[config.mk]
export PLATFORM = sky130hd
export DESIGN_NAME = rtc_core
export DESIGN_NICKNAME = d
export VERILOG_FILES = /design/src/core/rtc_pkg.sv /design/src/core/rtc_core.sv
export VERILOG_INCLUDE_DIRS = /design/src /design/src/core
export SDC_FILE = /design/constraint.sdc
export NUM_CORES = 1
export LEC_CHECK = 0
export BUFFER_PORTS_ARGS = -buffer_cell sky130_fd_sc_hd__buf_2
export CAP_MARGIN = 20
export CORE_MARGIN = 2
export CORE_UTILIZATION = 41
export CTS_BUF_LIST = sky130_fd_sc_hd__clkbuf_4
export CTS_CLUSTER_DIAMETER = 30
export CTS_CLUSTER_SIZE = 25
export DETAILED_ROUTE_END_ITERATION = 7
export SLEW_MARGIN = 20
export SYNTH_ARGS = -nofsm -noshare
export SYNTH_HDL_FRONTEND = slang
export SYNTH_SLANG_ARGS = --single-unit
export TNS_END_PERCENT = 100
[constraint.sdc]
create_clock -name clk_sys -period 11.24 [get_ports clk_sys]
set_input_delay 2.248 -clock clk_sys [delete_from_list [all_inputs] [get_ports clk_sys]]
set_output_delay 2.248 -clock clk_sys [all_outputs]
set_load 0.02 [all_outputs]
[src/core/rtc_defs.svh]
// register offsets, field positions and reset values of the counter block
// assumes byte addressing on a 32-bit apb bus, one word per register
`ifndef RTC_DEFS_SVH
`define RTC_DEFS_SVH

`define OFF_CTRL 8'h00
`define OFF_STATUS 8'h04
`define OFF_IRQEN 8'h08
`define OFF_FLAGS 8'h0c
`define OFF_CALIB 8'h10
`define OFF_SRCSEL 8'h14
`define OFF_COUNT 8'h18
`define OFF_PERIOD 8'h1c
`define OFF_COMPARE 8'h20
`define OFF_PITCTRL 8'h24
`define OFF_PITSTATUS 8'h28
`define OFF_PITIRQEN 8'h2c
`define OFF_PITFLAGS 8'h30

`define CTRL_EN_BIT 0
`define CTRL_CORR_BIT 1
`define CTRL_PRESC_LSB 2
`define PIT_EN_BIT 0
`define PIT_IVAL_LSB 1
`define IEN_WRAP_BIT 0
`define IEN_MATCH_BIT 1
`define IEN_EWRAP_BIT 2
`define IEN_EMATCH_BIT 3
`define CALIB_SIGN_BIT 7

`define BUSY_CTRL 0
`define BUSY_CNT 1
`define BUSY_PER 2
`define BUSY_CMP 3
`define BUSY_PIT 4

`define PERIOD_RESET 16'hffff
`define PIT_IVAL_MIN 4'h1
`define PIT_IVAL_MAX 4'he
`define PIT_EVT_TOP 12
`define CORR_SLOT_BITS 13
`define LP_DIV_LAST 5'h1f

`endif

[src/core/rtc_pkg.sv]
// types shared by the counter block and whoever connects it
// assumes an apb master on the same clock as the block
package rtc_pkg;

  typedef enum logic [1:0] {
    SRC_LP_OSC = 2'b00,
    SRC_LP_DIV32 = 2'b01,
    SRC_XTAL = 2'b10,
    SRC_EXT = 2'b11
  } ref_src_t;

  typedef struct packed {
    logic psel;
    logic penable;
    logic pwrite;
    logic [7:0] paddr;
    logic [31:0] pwdata;
  } apb_req_t;

  typedef struct packed {
    logic [31:0] prdata;
    logic pready;
    logic pslverr;
  } apb_rsp_t;

endpackage

[src/core/rtc_core.sv]
// real-time counter and periodic tick timer on one shared prescaler
// assumes an apb master on clk_sys; oscillator pins are asynchronous
`timescale 1ns/100ps
`default_nettype none
`include "rtc_defs.svh"

module rtc_core (
  input wire logic clk_sys,
  input wire logic rst_n,
  input wire logic clk_en,
  input wire rtc_pkg::apb_req_t apb_req,
  output var rtc_pkg::apb_rsp_t apb_rsp,
  input wire logic xtal_in,
  input wire logic ext_clk_in,
  input wire logic lp_osc_in,
  output var logic irq_counter,
  output var logic irq_periodic,
  output var logic evt_wrap,
  output var logic evt_match,
  output var logic pit_wave,
  output var logic [7:0] pit_evt
);

  function automatic logic [14:0] low_mask(input logic [3:0] p);
    low_mask = 15'((16'h0001 << p) - 16'h0001);
  endfunction

  // pin synchronisers, third stage only for edge detection
  logic [2:0] pin_raw;
  logic [2:0] s1_q;
  logic [2:0] s2_q;
  logic [2:0] s3_q;
  logic [4:0] div_q;
  assign pin_raw = {ext_clk_in, xtal_in, lp_osc_in};

  always_ff @(posedge clk_sys) begin
    if (!rst_n) begin
      s1_q <= 3'h0;
      s2_q <= 3'h0;
      s3_q <= 3'h0;
    end else if (clk_en) begin
      s1_q <= pin_raw;
      s2_q <= s1_q;
      s3_q <= s2_q;
    end
  end

  wire [2:0] pin_rise = s2_q & ~s3_q;
  wire div_rise = pin_rise[0] && (div_q == `LP_DIV_LAST);

  always_ff @(posedge clk_sys) begin
    if (!rst_n) begin
      div_q <= 5'h00;
    end else if (clk_en && pin_rise[0]) begin
      div_q <= div_q + 5'h01;
    end
  end

  // software-visible registers, plus internal prescaler, window and pit edge state
  rtc_pkg::ref_src_t src_q;
  logic [5:0] ctrl_q;
  logic [5:0] ctrl_p_q;
  logic [4:0] pit_q;
  logic [4:0] pit_p_q;
  logic [15:0] cnt_q;
  logic [15:0] cnt_p_q;
  logic [15:0] per_q;
  logic [15:0] per_p_q;
  logic [15:0] cmp_q;
  logic [15:0] cmp_p_q;
  logic [4:0] busy_q;
  logic [3:0] ien_q;
  logic pien_q;
  logic [1:0] flag_q;
  logic pflag_q;
  logic [7:0] calib_q;
  logic [14:0] presc_q;
  logic [19:0] win_q;
  logic pit_prev_q;

  wire ref_tick = (src_q == rtc_pkg::SRC_LP_OSC) ? pin_rise[0] :
                  (src_q == rtc_pkg::SRC_LP_DIV32) ? div_rise :
                  (src_q == rtc_pkg::SRC_XTAL) ? pin_rise[1] :
                  pin_rise[2];

  // apb decode
  wire [7:0] addr = apb_req.paddr;
  wire [31:0] wd = apb_req.pwdata;
  wire setup = apb_req.psel && !apb_req.penable;
  wire wr = apb_req.psel && apb_req.penable && apb_rsp.pready &&
            apb_req.pwrite;
  wire wr_ctrl = wr && (addr == `OFF_CTRL);
  wire wr_cnt = wr && (addr == `OFF_COUNT);
  wire wr_per = wr && (addr == `OFF_PERIOD);
  wire wr_cmp = wr && (addr == `OFF_COMPARE);
  wire wr_pit = wr && (addr == `OFF_PITCTRL);
  wire [4:0] wr_guard = {wr_pit, wr_cmp, wr_per, wr_cnt, wr_ctrl};
  wire [1:0] flag_clr = (wr && (addr == `OFF_FLAGS)) ? wd[1:0] : 2'h0;
  wire pflag_clr = wr && (addr == `OFF_PITFLAGS) && wd[0];

  // prescaler, correction and counter tick
  wire cnt_en = ctrl_q[`CTRL_EN_BIT];
  wire pit_en = pit_q[`PIT_EN_BIT];
  wire run_en = cnt_en || pit_en;
  wire [3:0] presc_sel = ctrl_q[`CTRL_PRESC_LSB +: 4];
  wire [3:0] ival = pit_q[`PIT_IVAL_LSB +: 4];
  wire [14:0] msk = low_mask(presc_sel);
  wire corr_on = ctrl_q[`CTRL_CORR_BIT] && (src_q == rtc_pkg::SRC_XTAL);
  wire corr_slot = (win_q[`CORR_SLOT_BITS-1:0] == 13'h0000) &&
                   (win_q[19:`CORR_SLOT_BITS] < calib_q[6:0]);
  wire skip = corr_on && corr_slot && calib_q[`CALIB_SIGN_BIT];
  wire insert = corr_on && corr_slot && !calib_q[`CALIB_SIGN_BIT];
  wire [1:0] step = skip ? 2'h2 : (insert ? 2'h0 : 2'h1);
  wire [15:0] low_sum = {1'b0, presc_q & msk} + {14'h0000, step};
  wire cnt_tick = ref_tick && cnt_en && (low_sum > {1'b0, msk});
  wire wrap_hit = cnt_tick && (cnt_q == per_q);
  wire match_hit = cnt_tick && (cnt_q == cmp_q);
  wire ival_ok = (ival >= `PIT_IVAL_MIN) && (ival <= `PIT_IVAL_MAX);
  wire pit_bit = pit_en && ival_ok && presc_q[ival];
  wire pit_hit = pit_bit && !pit_prev_q;
  wire [4:0] busy_d = (busy_q & ~{5{ref_tick}}) | wr_guard;
  wire [1:0] flag_d = (flag_q & ~flag_clr) | {match_hit, wrap_hit};
  wire pflag_d = (pflag_q && !pflag_clr) || pit_hit;

  wire [7:0] evt_taps;
  genvar gi;
  generate
    for (gi = 0; gi < 8; gi = gi + 1) begin : g_tap
      assign evt_taps[gi] = presc_q[`PIT_EVT_TOP - gi];
    end
  endgenerate

  // pending copies take software writes at once
  always_ff @(posedge clk_sys) begin
    if (!rst_n) begin
      ctrl_p_q <= 6'h00;
      pit_p_q <= 5'h00;
      cnt_p_q <= 16'h0000;
      per_p_q <= `PERIOD_RESET;
      cmp_p_q <= 16'h0000;
      busy_q <= 5'h00;
    end else if (clk_en) begin
      if (wr_ctrl) ctrl_p_q <= wd[5:0];
      if (wr_pit) pit_p_q <= wd[4:0];
      if (wr_cnt) cnt_p_q <= wd[15:0];
      if (wr_per) per_p_q <= wd[15:0];
      if (wr_cmp) cmp_p_q <= wd[15:0];
      busy_q <= busy_d;
    end
  end

  // active copies move only on a reference edge
  always_ff @(posedge clk_sys) begin
    if (!rst_n) begin
      ctrl_q <= 6'h00;
      pit_q <= 5'h00;
      per_q <= `PERIOD_RESET;
      cmp_q <= 16'h0000;
    end else if (clk_en && ref_tick) begin
      if (busy_q[`BUSY_CTRL]) ctrl_q <= ctrl_p_q;
      if (busy_q[`BUSY_PIT]) pit_q <= pit_p_q;
      if (busy_q[`BUSY_PER]) per_q <= per_p_q;
      if (busy_q[`BUSY_CMP]) cmp_q <= cmp_p_q;
    end
  end

  // direct registers, no busy guard
  always_ff @(posedge clk_sys) begin
    if (!rst_n) begin
      src_q <= rtc_pkg::SRC_LP_OSC;
      ien_q <= 4'h0;
      pien_q <= 1'b0;
      calib_q <= 8'h00;
    end else if (clk_en && wr) begin
      if (addr == `OFF_SRCSEL) src_q <= rtc_pkg::ref_src_t'(wd[1:0]);
      if (addr == `OFF_IRQEN) ien_q <= wd[3:0];
      if (addr == `OFF_PITIRQEN) pien_q <= wd[0];
      if (addr == `OFF_CALIB) calib_q <= wd[7:0];
    end
  end

  // prescaler restarts from zero whenever both functions are off
  always_ff @(posedge clk_sys) begin
    if (!rst_n) begin
      presc_q <= 15'h0000;
      win_q <= 20'h00000;
    end else if (clk_en) begin
      if (!run_en) begin
        presc_q <= 15'h0000;
        win_q <= 20'h00000;
      end else if (ref_tick) begin
        presc_q <= presc_q + {13'h0000, step};
        win_q <= win_q + 20'h00001;
      end
    end
  end

  // a software count write overrides the running count
  always_ff @(posedge clk_sys) begin
    if (!rst_n) begin
      cnt_q <= 16'h0000;
    end else if (clk_en) begin
      if (ref_tick && busy_q[`BUSY_CNT]) begin
        cnt_q <= cnt_p_q;
      end else if (wrap_hit) begin
        cnt_q <= 16'h0000;
      end else if (cnt_tick) begin
        cnt_q <= cnt_q + 16'h0001;
      end
    end
  end

  // flags: hardware set beats a software clear in the same cycle
  always_ff @(posedge clk_sys) begin
    if (!rst_n) begin
      flag_q <= 2'h0;
      pflag_q <= 1'b0;
      pit_prev_q <= 1'b0;
    end else if (clk_en) begin
      flag_q <= flag_d;
      pflag_q <= pflag_d;
      pit_prev_q <= pit_bit;
    end
  end

  // outputs
  always_ff @(posedge clk_sys) begin
    if (!rst_n) begin
      irq_counter <= 1'b0;
      irq_periodic <= 1'b0;
      evt_wrap <= 1'b0;
      evt_match <= 1'b0;
      pit_wave <= 1'b0;
      pit_evt <= 8'h00;
    end else if (clk_en) begin
      irq_counter <= |(flag_q & ien_q[1:0]);
      irq_periodic <= pflag_q && pien_q;
      if (ref_tick) begin
        evt_wrap <= wrap_hit && ien_q[`IEN_EWRAP_BIT];
        evt_match <= match_hit && ien_q[`IEN_EMATCH_BIT];
      end
      pit_wave <= pit_bit;
      pit_evt <= pit_en ? evt_taps : 8'h00;
    end
  end

  // read mux, captured in the setup cycle
  wire hit = (addr <= `OFF_PITFLAGS) && (addr[1:0] == 2'b00);
  wire [31:0] rd_data =
    (addr == `OFF_CTRL) ? {26'h0, ctrl_q} :
    (addr == `OFF_STATUS) ? {28'h0, busy_q[3:0]} :
    (addr == `OFF_IRQEN) ? {28'h0, ien_q} :
    (addr == `OFF_FLAGS) ? {30'h0, flag_q} :
    (addr == `OFF_CALIB) ? {24'h0, calib_q} :
    (addr == `OFF_SRCSEL) ? {30'h0, src_q} :
    (addr == `OFF_COUNT) ? {16'h0, cnt_q} :
    (addr == `OFF_PERIOD) ? {16'h0, per_q} :
    (addr == `OFF_COMPARE) ? {16'h0, cmp_q} :
    (addr == `OFF_PITCTRL) ? {27'h0, pit_q} :
    (addr == `OFF_PITSTATUS) ? {31'h0, busy_q[`BUSY_PIT]} :
    (addr == `OFF_PITIRQEN) ? {31'h0, pien_q} :
    (addr == `OFF_PITFLAGS) ? {31'h0, pflag_q} : 32'h0;

  always_ff @(posedge clk_sys) begin
    if (!rst_n) begin
      apb_rsp <= '0;
    end else if (clk_en) begin
      apb_rsp.pready <= setup;
      apb_rsp.pslverr <= setup && !hit;
      if (setup) apb_rsp.prdata <= rd_data;
    end
  end
endmodule
`default_nettype wire

After elaboration in Yosys (flattened, before gate mapping)
Cells that the tools add are included.
- flip-flop bits (word level): 237
- word-level logic and storage cells: 168
- input bits: 49
- reductions and logical operators: 66
- multiplexer cells: 29
- shift operators: 1
- bitwise gates (word level): 10
- $lt $le $gt $ge: 6
- equal/unequal tests: 18
- add/sub/neg operators: 6
- operator list (kind ; count):
    $mux W16 ; 12
    $eq A8 B6 Y1 const B ; 5
    $mux W20 ; 2
    $logic_and A1 B1 Y1 ; 36
    $reduce_and A2 Y1 ; 17
    $eq A16 B16 Y1 ; 2
    $eq A8 B5 Y1 const B ; 4
    $mux W15 ; 2
    $add A20 B1 Y20 const B ; 1
    $add A15 B2 Y16 ; 1
    $add A16 B1 Y16 const B ; 1
    $eq A8 B4 Y1 const B ; 2
    $gt A16 B15 Y1 ; 1
    $add A15 B2 Y15 ; 1
    $and A15 B15 Y15 ; 1
    $shl A1 B4 Y15 const A ; 1
    $sub A15 B1 Y15 const B ; 1
    $logic_not A13 Y1 ; 1
    $eq A8 B3 Y1 const B ; 1
    $le A8 B6 Y1 const B ; 1
    $logic_not A8 Y1 ; 1
    $mux W1 ; 8
    $mux W8 ; 1
    $lt A7 B7 Y1 ; 1
    24 further kinds ; 32

Depth between registers and ports, before layout
Gate-level depths: netlist of run 1.
- depth in word-level cells: 14
- gate-level depth with buffers: 23
- mapped depth without buffers: 22

Worst setup path before layout of run 1
No wires, ideal clock.
- path kind: reg-to-reg
- start point: reg ctrl_q[4]
- end point: reg cnt_q[12]
- arrival time: 5.293 ns
- path buffers: 1
- stages on the path, launching flop included: 21
- setup slack: 5.854 ns
- cell sequence: dfxtp_1 -> clkbuf_1 -> or2_2 -> or3_1 -> ha_1 -> nor2b_1 -> xnor2_1 -> ha_1 -> a41oi_1 -> or3_1 -> or3_1 -> nor3_1 -> xnor2_1 -> ha_1 -> nand4_1 -> nor4_1 -> nor3_1 -> a31o_2 -> or2_0 -> or3_4 -> o311ai_2
- longest elaborated chain between the ends: 9
- elaborated cells on any way between the ends: 11
- ends and longest elaborated chain (what ; RTL line ; RTL):
    start: declaration ; rtc_core.sv:61 ; logic [5:0] ctrl_q;
    start signal: assignment ; rtc_core.sv:160 ; if (busy_q[`BUSY_CTRL]) ctrl_q <= ctrl_p_q;
    $shl A1 B4 Y15 (*) ; rtc_core.sv:25 ; low_mask = 15'((16'h0001 << p) - 16'h0001);
    $sub A15 B1 Y15 (*) ; rtc_core.sv:25 ;
    $and A15 B15 Y15 ; rtc_core.sv:114 ; wire [15:0] low_sum = {1'b0, presc_q & msk} + {14'h0000, step};
    $add A15 B2 Y16 ; rtc_core.sv:114 ;
    $gt A16 B15 Y1 (*) ; rtc_core.sv:115 ; wire cnt_tick = ref_tick && cnt_en && (low_sum > {1'b0, msk});
    $logic_and A1 B1 Y1 (*) ; rtc_core.sv:115 ;
    $logic_and A1 B1 Y1 ; rtc_core.sv:116 ; wire wrap_hit = cnt_tick && (cnt_q == per_q);
    $reduce_bool A3 Y1 (no line) or $mux W16 (tied branches) ; - ;
    $reduce_and A2 Y1 (no line) or $mux W16 (tied branches) ; - ;
    end signal: assignment ; rtc_core.sv:204 ; cnt_q <= cnt_p_q;
    end signal: assignment ; rtc_core.sv:208 ; cnt_q <= cnt_q + 16'h0001;
    end: declaration ; rtc_core.sv:65 ; logic [15:0] cnt_q;
Every way passes the cells marked *; elsewhere a longest branch is shown, timed or not.
A chain may end at the register's enable or synchronous reset.

Worst setup path after layout of run 1
- start point: reg ctrl_q[4]
- end point: reg cnt_q[13]
The elaborated chain is that of the path after synthesis.

==> results.toml, run 1 <==
[outcome]
status = "finished clean"

[sta]
fin_crit_sh_pct = 57.09
slew_viol_final = 0
relSlewSlack_pct = 31.88
fmax_mhz = 155.8
tightest_slew_ns = 1.022
period_needed_ns = 6.417
clock-skew-final_ns = 0.07228
setup-violations-final = 0
finalSetupTns_ns = 0
hold_viol_final = 0
rsz0062_at_grt = "no"

[logic_synthesis]
synth_commonest_cells = "nand2_1, dfxtp_1, a21oi_1"
postSynthAreaPerCell_um2 = 7.836
synth_area_leaders = "dfxtp_1, nand2_1, a21oi_1, nand3_1, xnor2_1"
async_flop_share_pct = 0
synth-seq-area-share_pct = 40.33
syn-instance-count = 1400
synth_flop_cell = "dfxtp_1"
yosysMostFrequentCell = "nand2_1"
synth_edf_count = 0
ys_ff_latch = 221
yosysTopAreaCell = "dfxtp_1"
synth_area_mm2 = 0.01097
yosysTopAreaCellShare_pct = 40.33
ys_types = 72
synth_warnings = 0

[routing]
wl_per_cell_um = 18.32
finalWirelength_um = 33050
initialDrtViolationCount = 1015
via_per_inst = 5.603
drc_errors = 0
vias = 10110
drtPass1Iterations = 6
ant_nets = 0

[clocking]
post-cts-setup-buffers = 0
htreeDepth = 2
numCtsBuffers = 46
clk-insertion-delay-late_ns = 0.70
clk_path_buf_depth = 3
root_buffer = "clkbuf_4"
cts_sinks = 221
cts_resized = 0
path_clk_slew_ns = 0.09
cts.hold.buffers_added = 0
cts_tree = "built"

[die]
die_h_um = 167.6
fp-row-count = 59
start_util_pct = 41.98
io_pins = 96
die-area_mm2 = 0.02808
die_x_um = 167.6
core_mm2 = 0.02613

[global_route]
grt_overflow = 0
grt_pass1_wl_um = 52340
grt_max_degree = 91
antenna_found_initial = 1
grt.total_usage_pct = 23.33
first_global_vias = 9445

[setup_path]
crit_path_start_kind = "flop"
crit_path_end_kind = "flop"
cp_data_required_time_ns = 11.80
critPathKind = "reg2reg"
crit_fanout = 25
cp_data_arrival_time_ns = 6.98

[placement]
place_inst = 1720
dp_hpwl_um = 22690
port_buffers = 63
place_congestion = 0.9018

[power_and_ir_drop]
total_leakage_power_nw = 4.312
max-vdd-ir-drop_mv = 0.1208
power_density_mw_per_mm2 = 135.5

[job]
max_cap_violations = 0

[final_layout]
final_nets = 1513
syn2layout_area_growth_pct = 11.56
fin_cells = 1804
drive_gt1_share_pct = 12.81

[min_path]
hp-class = "reg2reg"
layer usage:
layer  up-vias  global-route usage, %  wire length [um]
li1       4953                      -                 -
met1      4687                  30.53             14170
met2       393                  38.21             15350
met3        75                  3.734              2219
met4         0                  10.09              1309
met5         -                      0                 0
final cells by class:
type                            count  area (um2)
Antenna cell                        1       2.502
Clock inverter                     28       396.6
Tap cell                          335       419.2
Timing Repair Buffer               79       435.4
Clock buffer                       55       412.9
Multi-Input combinational cell   1057        6041
Fill cell                        2663       13890
Inverter                           28       107.6
Sequential cell                   221        4424
worst max-delay path, stage by stage (launching register included):
cell and delay, ns:
dfxtp_1 0.53, or2_2 0.43, or3_1 0.38, ha_1 0.33
nor2b_1 0.27, xnor2_1 0.17, ha_1 0.17, a41oi_1 0.06
or3_1 0.44, or3_1 0.47, nor3_1 0.24, xnor2_1 0.10
ha_1 0.32, nand4_1 0.19, nor4_1 0.65, nor3_1 0.14
a32oi_1 0.22, o31a_1 0.75, or3_4 0.35, o311ai_2 0.10
registers in the layout (all words and copies together) (netlist names), 15 cells and up:
name,cells
cmp_p_q,16
cnt_q,16
cnt_p_q,16
cmp_q,16
per_q,16
per_p_q,16
presc_q,15
win_q,20
apb_rsp,18
where the power goes:
| part | internal [mW] | switching (mW) | leakage, nW |
|---|---|---|---|
| clock | 0.472 | 0.342 | 0.441 |
| combinational | 0.0121 | 0.0452 | 2.09 |
| sequential | 0.785 | 0.00220 | 1.78 |
| total | 1.27 | 0.389 | 4.31 |
cell usage in the layout (no fill, tap or decap), drive strengths merged, types with 12 or more instances in the layout:
cell type	synthesis	layout
clkinv	1	14
buf	25	79
and2	12	12
nor3	24	24
mux2i	14	14
nand3	112	112
dfxtp	221	221
inv	27	29
a22oi	21	21
ha	31	31
clkbuf	84	55
xor2	24	24
nor2	120	120
a21oi	133	133
conb	1	16
nand4	25	25
xnor2	54	54
o21ai	27	27
nand2	277	277
per-stage QoR:
stage	hold slack [ns]	setup slack (ns)	cell area [um2]	power, mW	util, %
2_1_floorplan	0.4321	5.854	11030	0.8407	-
3_3_place_gp	0.4389	4.998	11430	0.8621	43.73
3_5_place_dp	0.4447	4.865	11430	0.8622	43.73
4_1_cts	0.4108	4.915	12240	1.674	46.83
5_1_grt	0.4042	4.500	12240	1.714	46.84
6_report	0.4086	4.823	12240	1.658	46.84
path summary, 6_finish.rpt:
kind | start | end | slack, ns | cells past startpoint
setup reg to reg | ctrl_q[4] | cnt_q[13] | 4.82 | 19
hold reg to reg | cmp_p_q[7] | cmp_q[7] | 0.41 | 2
hold / removal | cmp_p_q[7] | cmp_q[7] | 0.41 | 2
setup / recovery | ctrl_q[4] | cnt_q[13] | 4.82 | 19
cells by family (layout without fill, tap and decap cells):
kind of cell	count (synthesis)	count (layout)	synth area share (%)
compound gates	270	270	16.02
xor+xnor	78	78	6.227
other cells	1	17	0.03418
mux	16	16	1.688
flops	221	221	40.33
simple gates	645	645	26.77
buf+inv	137	190	5.303
fa+ha+maj	32	32	3.627
No activity file was read; power rests on OpenSTA's default activity.
==> run 2, diff against run 1 <==
--- a/config.mk
+++ b/config.mk
@@ -6,6 +6,7 @@
 export SDC_FILE = /design/constraint.sdc
 export NUM_CORES = 1
 export LEC_CHECK = 0
+export ABC_AREA = 1
 export BUFFER_PORTS_ARGS = -buffer_cell sky130_fd_sc_hd__buf_2
 export CAP_MARGIN = 20
 export CORE_MARGIN = 2
==> constraint.sdc (replaced) <==
create_clock -name clk_sys -period 5.9 [get_ports clk_sys]
set_input_delay 1.18 -clock clk_sys [delete_from_list [all_inputs] [get_ports clk_sys]]
set_output_delay 1.18 -clock clk_sys [all_outputs]
set_load 0.02 [all_outputs]
==> results.toml, run 2 <==
[min_path]
hold_start = "pit_p_q[2]"
whs_path_depth = 2
hp-class = "reg2reg"

[sta]
hold_viol_final = 0
fin_crit_sh_pct = 78.41
fmax_mhz = 216.1
rsz0062_at_grt = "no"
setup_ws_ns = 1.274
tightest_slew_ns = 1.064
slew_viol_final = 0
relSlewSlack_pct = 28.90
finalSetupTns_ns = 0
period_needed_ns = 4.626
setup-violations-final = 0
clock-skew-final_ns = 0.05663
whs_ns = 0.4482

[global_route]
grt_max_degree = 89
grt_overflow = 0
grt_pass1_wl_um = 52210
antenna_found_initial = 1
grt.total_usage_pct = 22.48
first_global_vias = 9928

[setup_path]
reg2regPathDepth = 30
crit_path_start_kind = "flop"
crit_path_end_kind = "flop"
cp_slowest_cell = "dfxtp_1"
cp_data_required_time_ns = 6.49
cpPeakStageDelay_ns = 0.53
timing.rr.start = "ctrl_q[4]"
cpMostUsedCell = "nand2_1"
setup.worst_path.end = "evt_wrap"
r2r_end = "evt_wrap"
cp_data_arrival_time_ns = 5.22
crit_start = "ctrl_q[4]"
critPathKind = "reg2reg"
crit_fanout = 17
rrSetupSlack_ns = 1.27

[clocking]
clk-insertion-delay-late_ns = 0.69
cts.hold.buffers_added = 0
cts_sinks = 221
clk_path_buf_depth = 3
cts_resized = 0
path_clk_slew_ns = 0.09
cts_tree = "built"
htreeDepth = 2
numCtsBuffers = 49
post-cts-setup-buffers = 0
root_buffer = "clkbuf_4"

[logic_synthesis]
synth-seq-area-share_pct = 38.92
synth_flop_cell = "dfxtp_1"
ys_types = 52
postSynthAreaPerCell_um2 = 6.794
synth_area_mm2 = 0.01137
synth_warnings = 0
ys_ff_latch = 221
yosysTopAreaCellShare_pct = 38.92
yosysTopAreaCell = "dfxtp_1"
syn-instance-count = 1673
yosysMostFrequentCell = "nand2_1"
synth_edf_count = 0
synth_commonest_cells = "nand2_1, dfxtp_1, inv_1"
synth_area_leaders = "dfxtp_1, nand2_1, a21oi_1, inv_1, o21ai_0"
async_flop_share_pct = 0

[final_layout]
layout_common_cells = "nand2_1, dfxtp_1, inv_1"
final_common_cell = "nand2_1"
syn2layout_area_growth_pct = 11.79
fin_cells = 2148
top_register = "win_q"
reg.largest.list = "win_q x20, apb_rsp x18"
final_util_pct = 46.89
fillCellCount = 2849
largest_register_ffs = 20
seq_area_mm2 = 0.004424
multi_input_area_mm2 = 0.005782
final_nets = 1817
drive_gt1_share_pct = 10.54

[routing]
via_per_inst = 5.024
vias = 10790
initialDrtViolationCount = 850
finalWirelength_um = 32710
ant_nets = 0
drc_errors = 0
wl_per_cell_um = 15.23
drtPass1Iterations = 7

[placement]
place_worst_setup_slack_ns = 1.284
place_congestion = 0.8812
dp_hpwl_um = 23480
port_buffers = 63
place_inst = 2058

[die]
io_pins = 96
die-area_mm2 = 0.02907
core_mm2 = 0.02710
start_util_pct = 41.94
die_x_um = 170.5
die_h_um = 170.5
fp-row-count = 60

[outcome]
status = "finished clean"

[power_and_ir_drop]
total_leakage_power_nw = 5.406
power_density_mw_per_mm2 = 243.8
max-vdd-ir-drop_mv = 0.1549

[job]
max_cap_violations = 0
run 2: changes by cell type after synthesis, sizes merged, moves of 10 or more:
cell	delta
a21oi	+33
a222oi	-11
a22oi	-20
and2	-12
clkbuf	-33
inv	+194
mux2i	-14
nand2	+98
nand3	-32
nor2	+77
nor2b	-10
o21ai	+121
or3	-10
xnor2	-45
run 2: layout make-up:
| class | count | share of cell area, % |
|---|---|---|
| multi-input combinational | 1168 | 45.50 |
| sequential | 221 | 34.82 |
| inverter | 222 | 6.558 |
| tap | 372 | 3.663 |
| timing repair buffer | 75 | 3.210 |
| clock buffer | 54 | 3.190 |
| clock inverter | 35 | 3.043 |
| antenna | 1 | 0.01969 |
run 2: worst min path at each step:
stage                  to  slack (ns)
4_1_cts        pit_p_q[4]        0.45
2_1_floorplan  pit_p_q[1]        0.42
3_3_place_gp   pit_p_q[4]        0.43
6_report       pit_p_q[2]        0.45
5_1_grt        pit_p_q[2]        0.46
3_5_place_dp   pit_p_q[4]        0.44
run 2: metrics by stage:
stage          area (um2)  power [mW]
3_5_place_dp        11910       1.641
5_1_grt             12710       3.221
2_1_floorplan       11420       1.607
6_report            12710       3.098
4_1_cts             12700       3.135
3_3_place_gp        11910       1.640
run 2: worst max-delay path, delay by kind of cell, from the launching register on:
| family | cells | cell delay, ns |
|---|---|---|
| simple gates | 20 | 2.68 |
| flops | 1 | 0.53 |
| fa+ha+maj | 2 | 0.49 |
| buf+inv | 5 | 0.37 |
| compound gates | 2 | 0.29 |
| xor+xnor | 1 | 0.18 |
run 2: metal layers:
layer,track usage [%],wire [um],vias up
met5,0,0,-
met4,5.388,531,0
met3,3.493,1524,49
met2,35.82,14630,226
met1,31.90,16020,4938
li1,-,-,5578
run 2: cell families (layout without fill, tap and decap cells):
| group | count (synthesis) | count (layout) | synth area share, % |
|---|---|---|---|
| AND/OR/NAND/NOR | 724 | 724 | 26.92 |
| AO/OA/AOI/OAI | 360 | 360 | 17.15 |
| buffers and inverters | 299 | 386 | 10.71 |
| flip-flops | 221 | 221 | 38.92 |
| XOR/XNOR | 37 | 37 | 2.851 |
| adder cells (fa/ha/maj) | 31 | 31 | 3.412 |
| other | 1 | 17 | 0.03299 |
run 2: power breakdown:
group | total [mW] | internal (mW) | switching, mW
registers | 1.50 | 1.50 | 0.00348
clock network | 1.49 | 0.817 | 0.675
logic | 0.105 | 0.0241 | 0.0808
total | 3.10 | 2.34 | 0.759
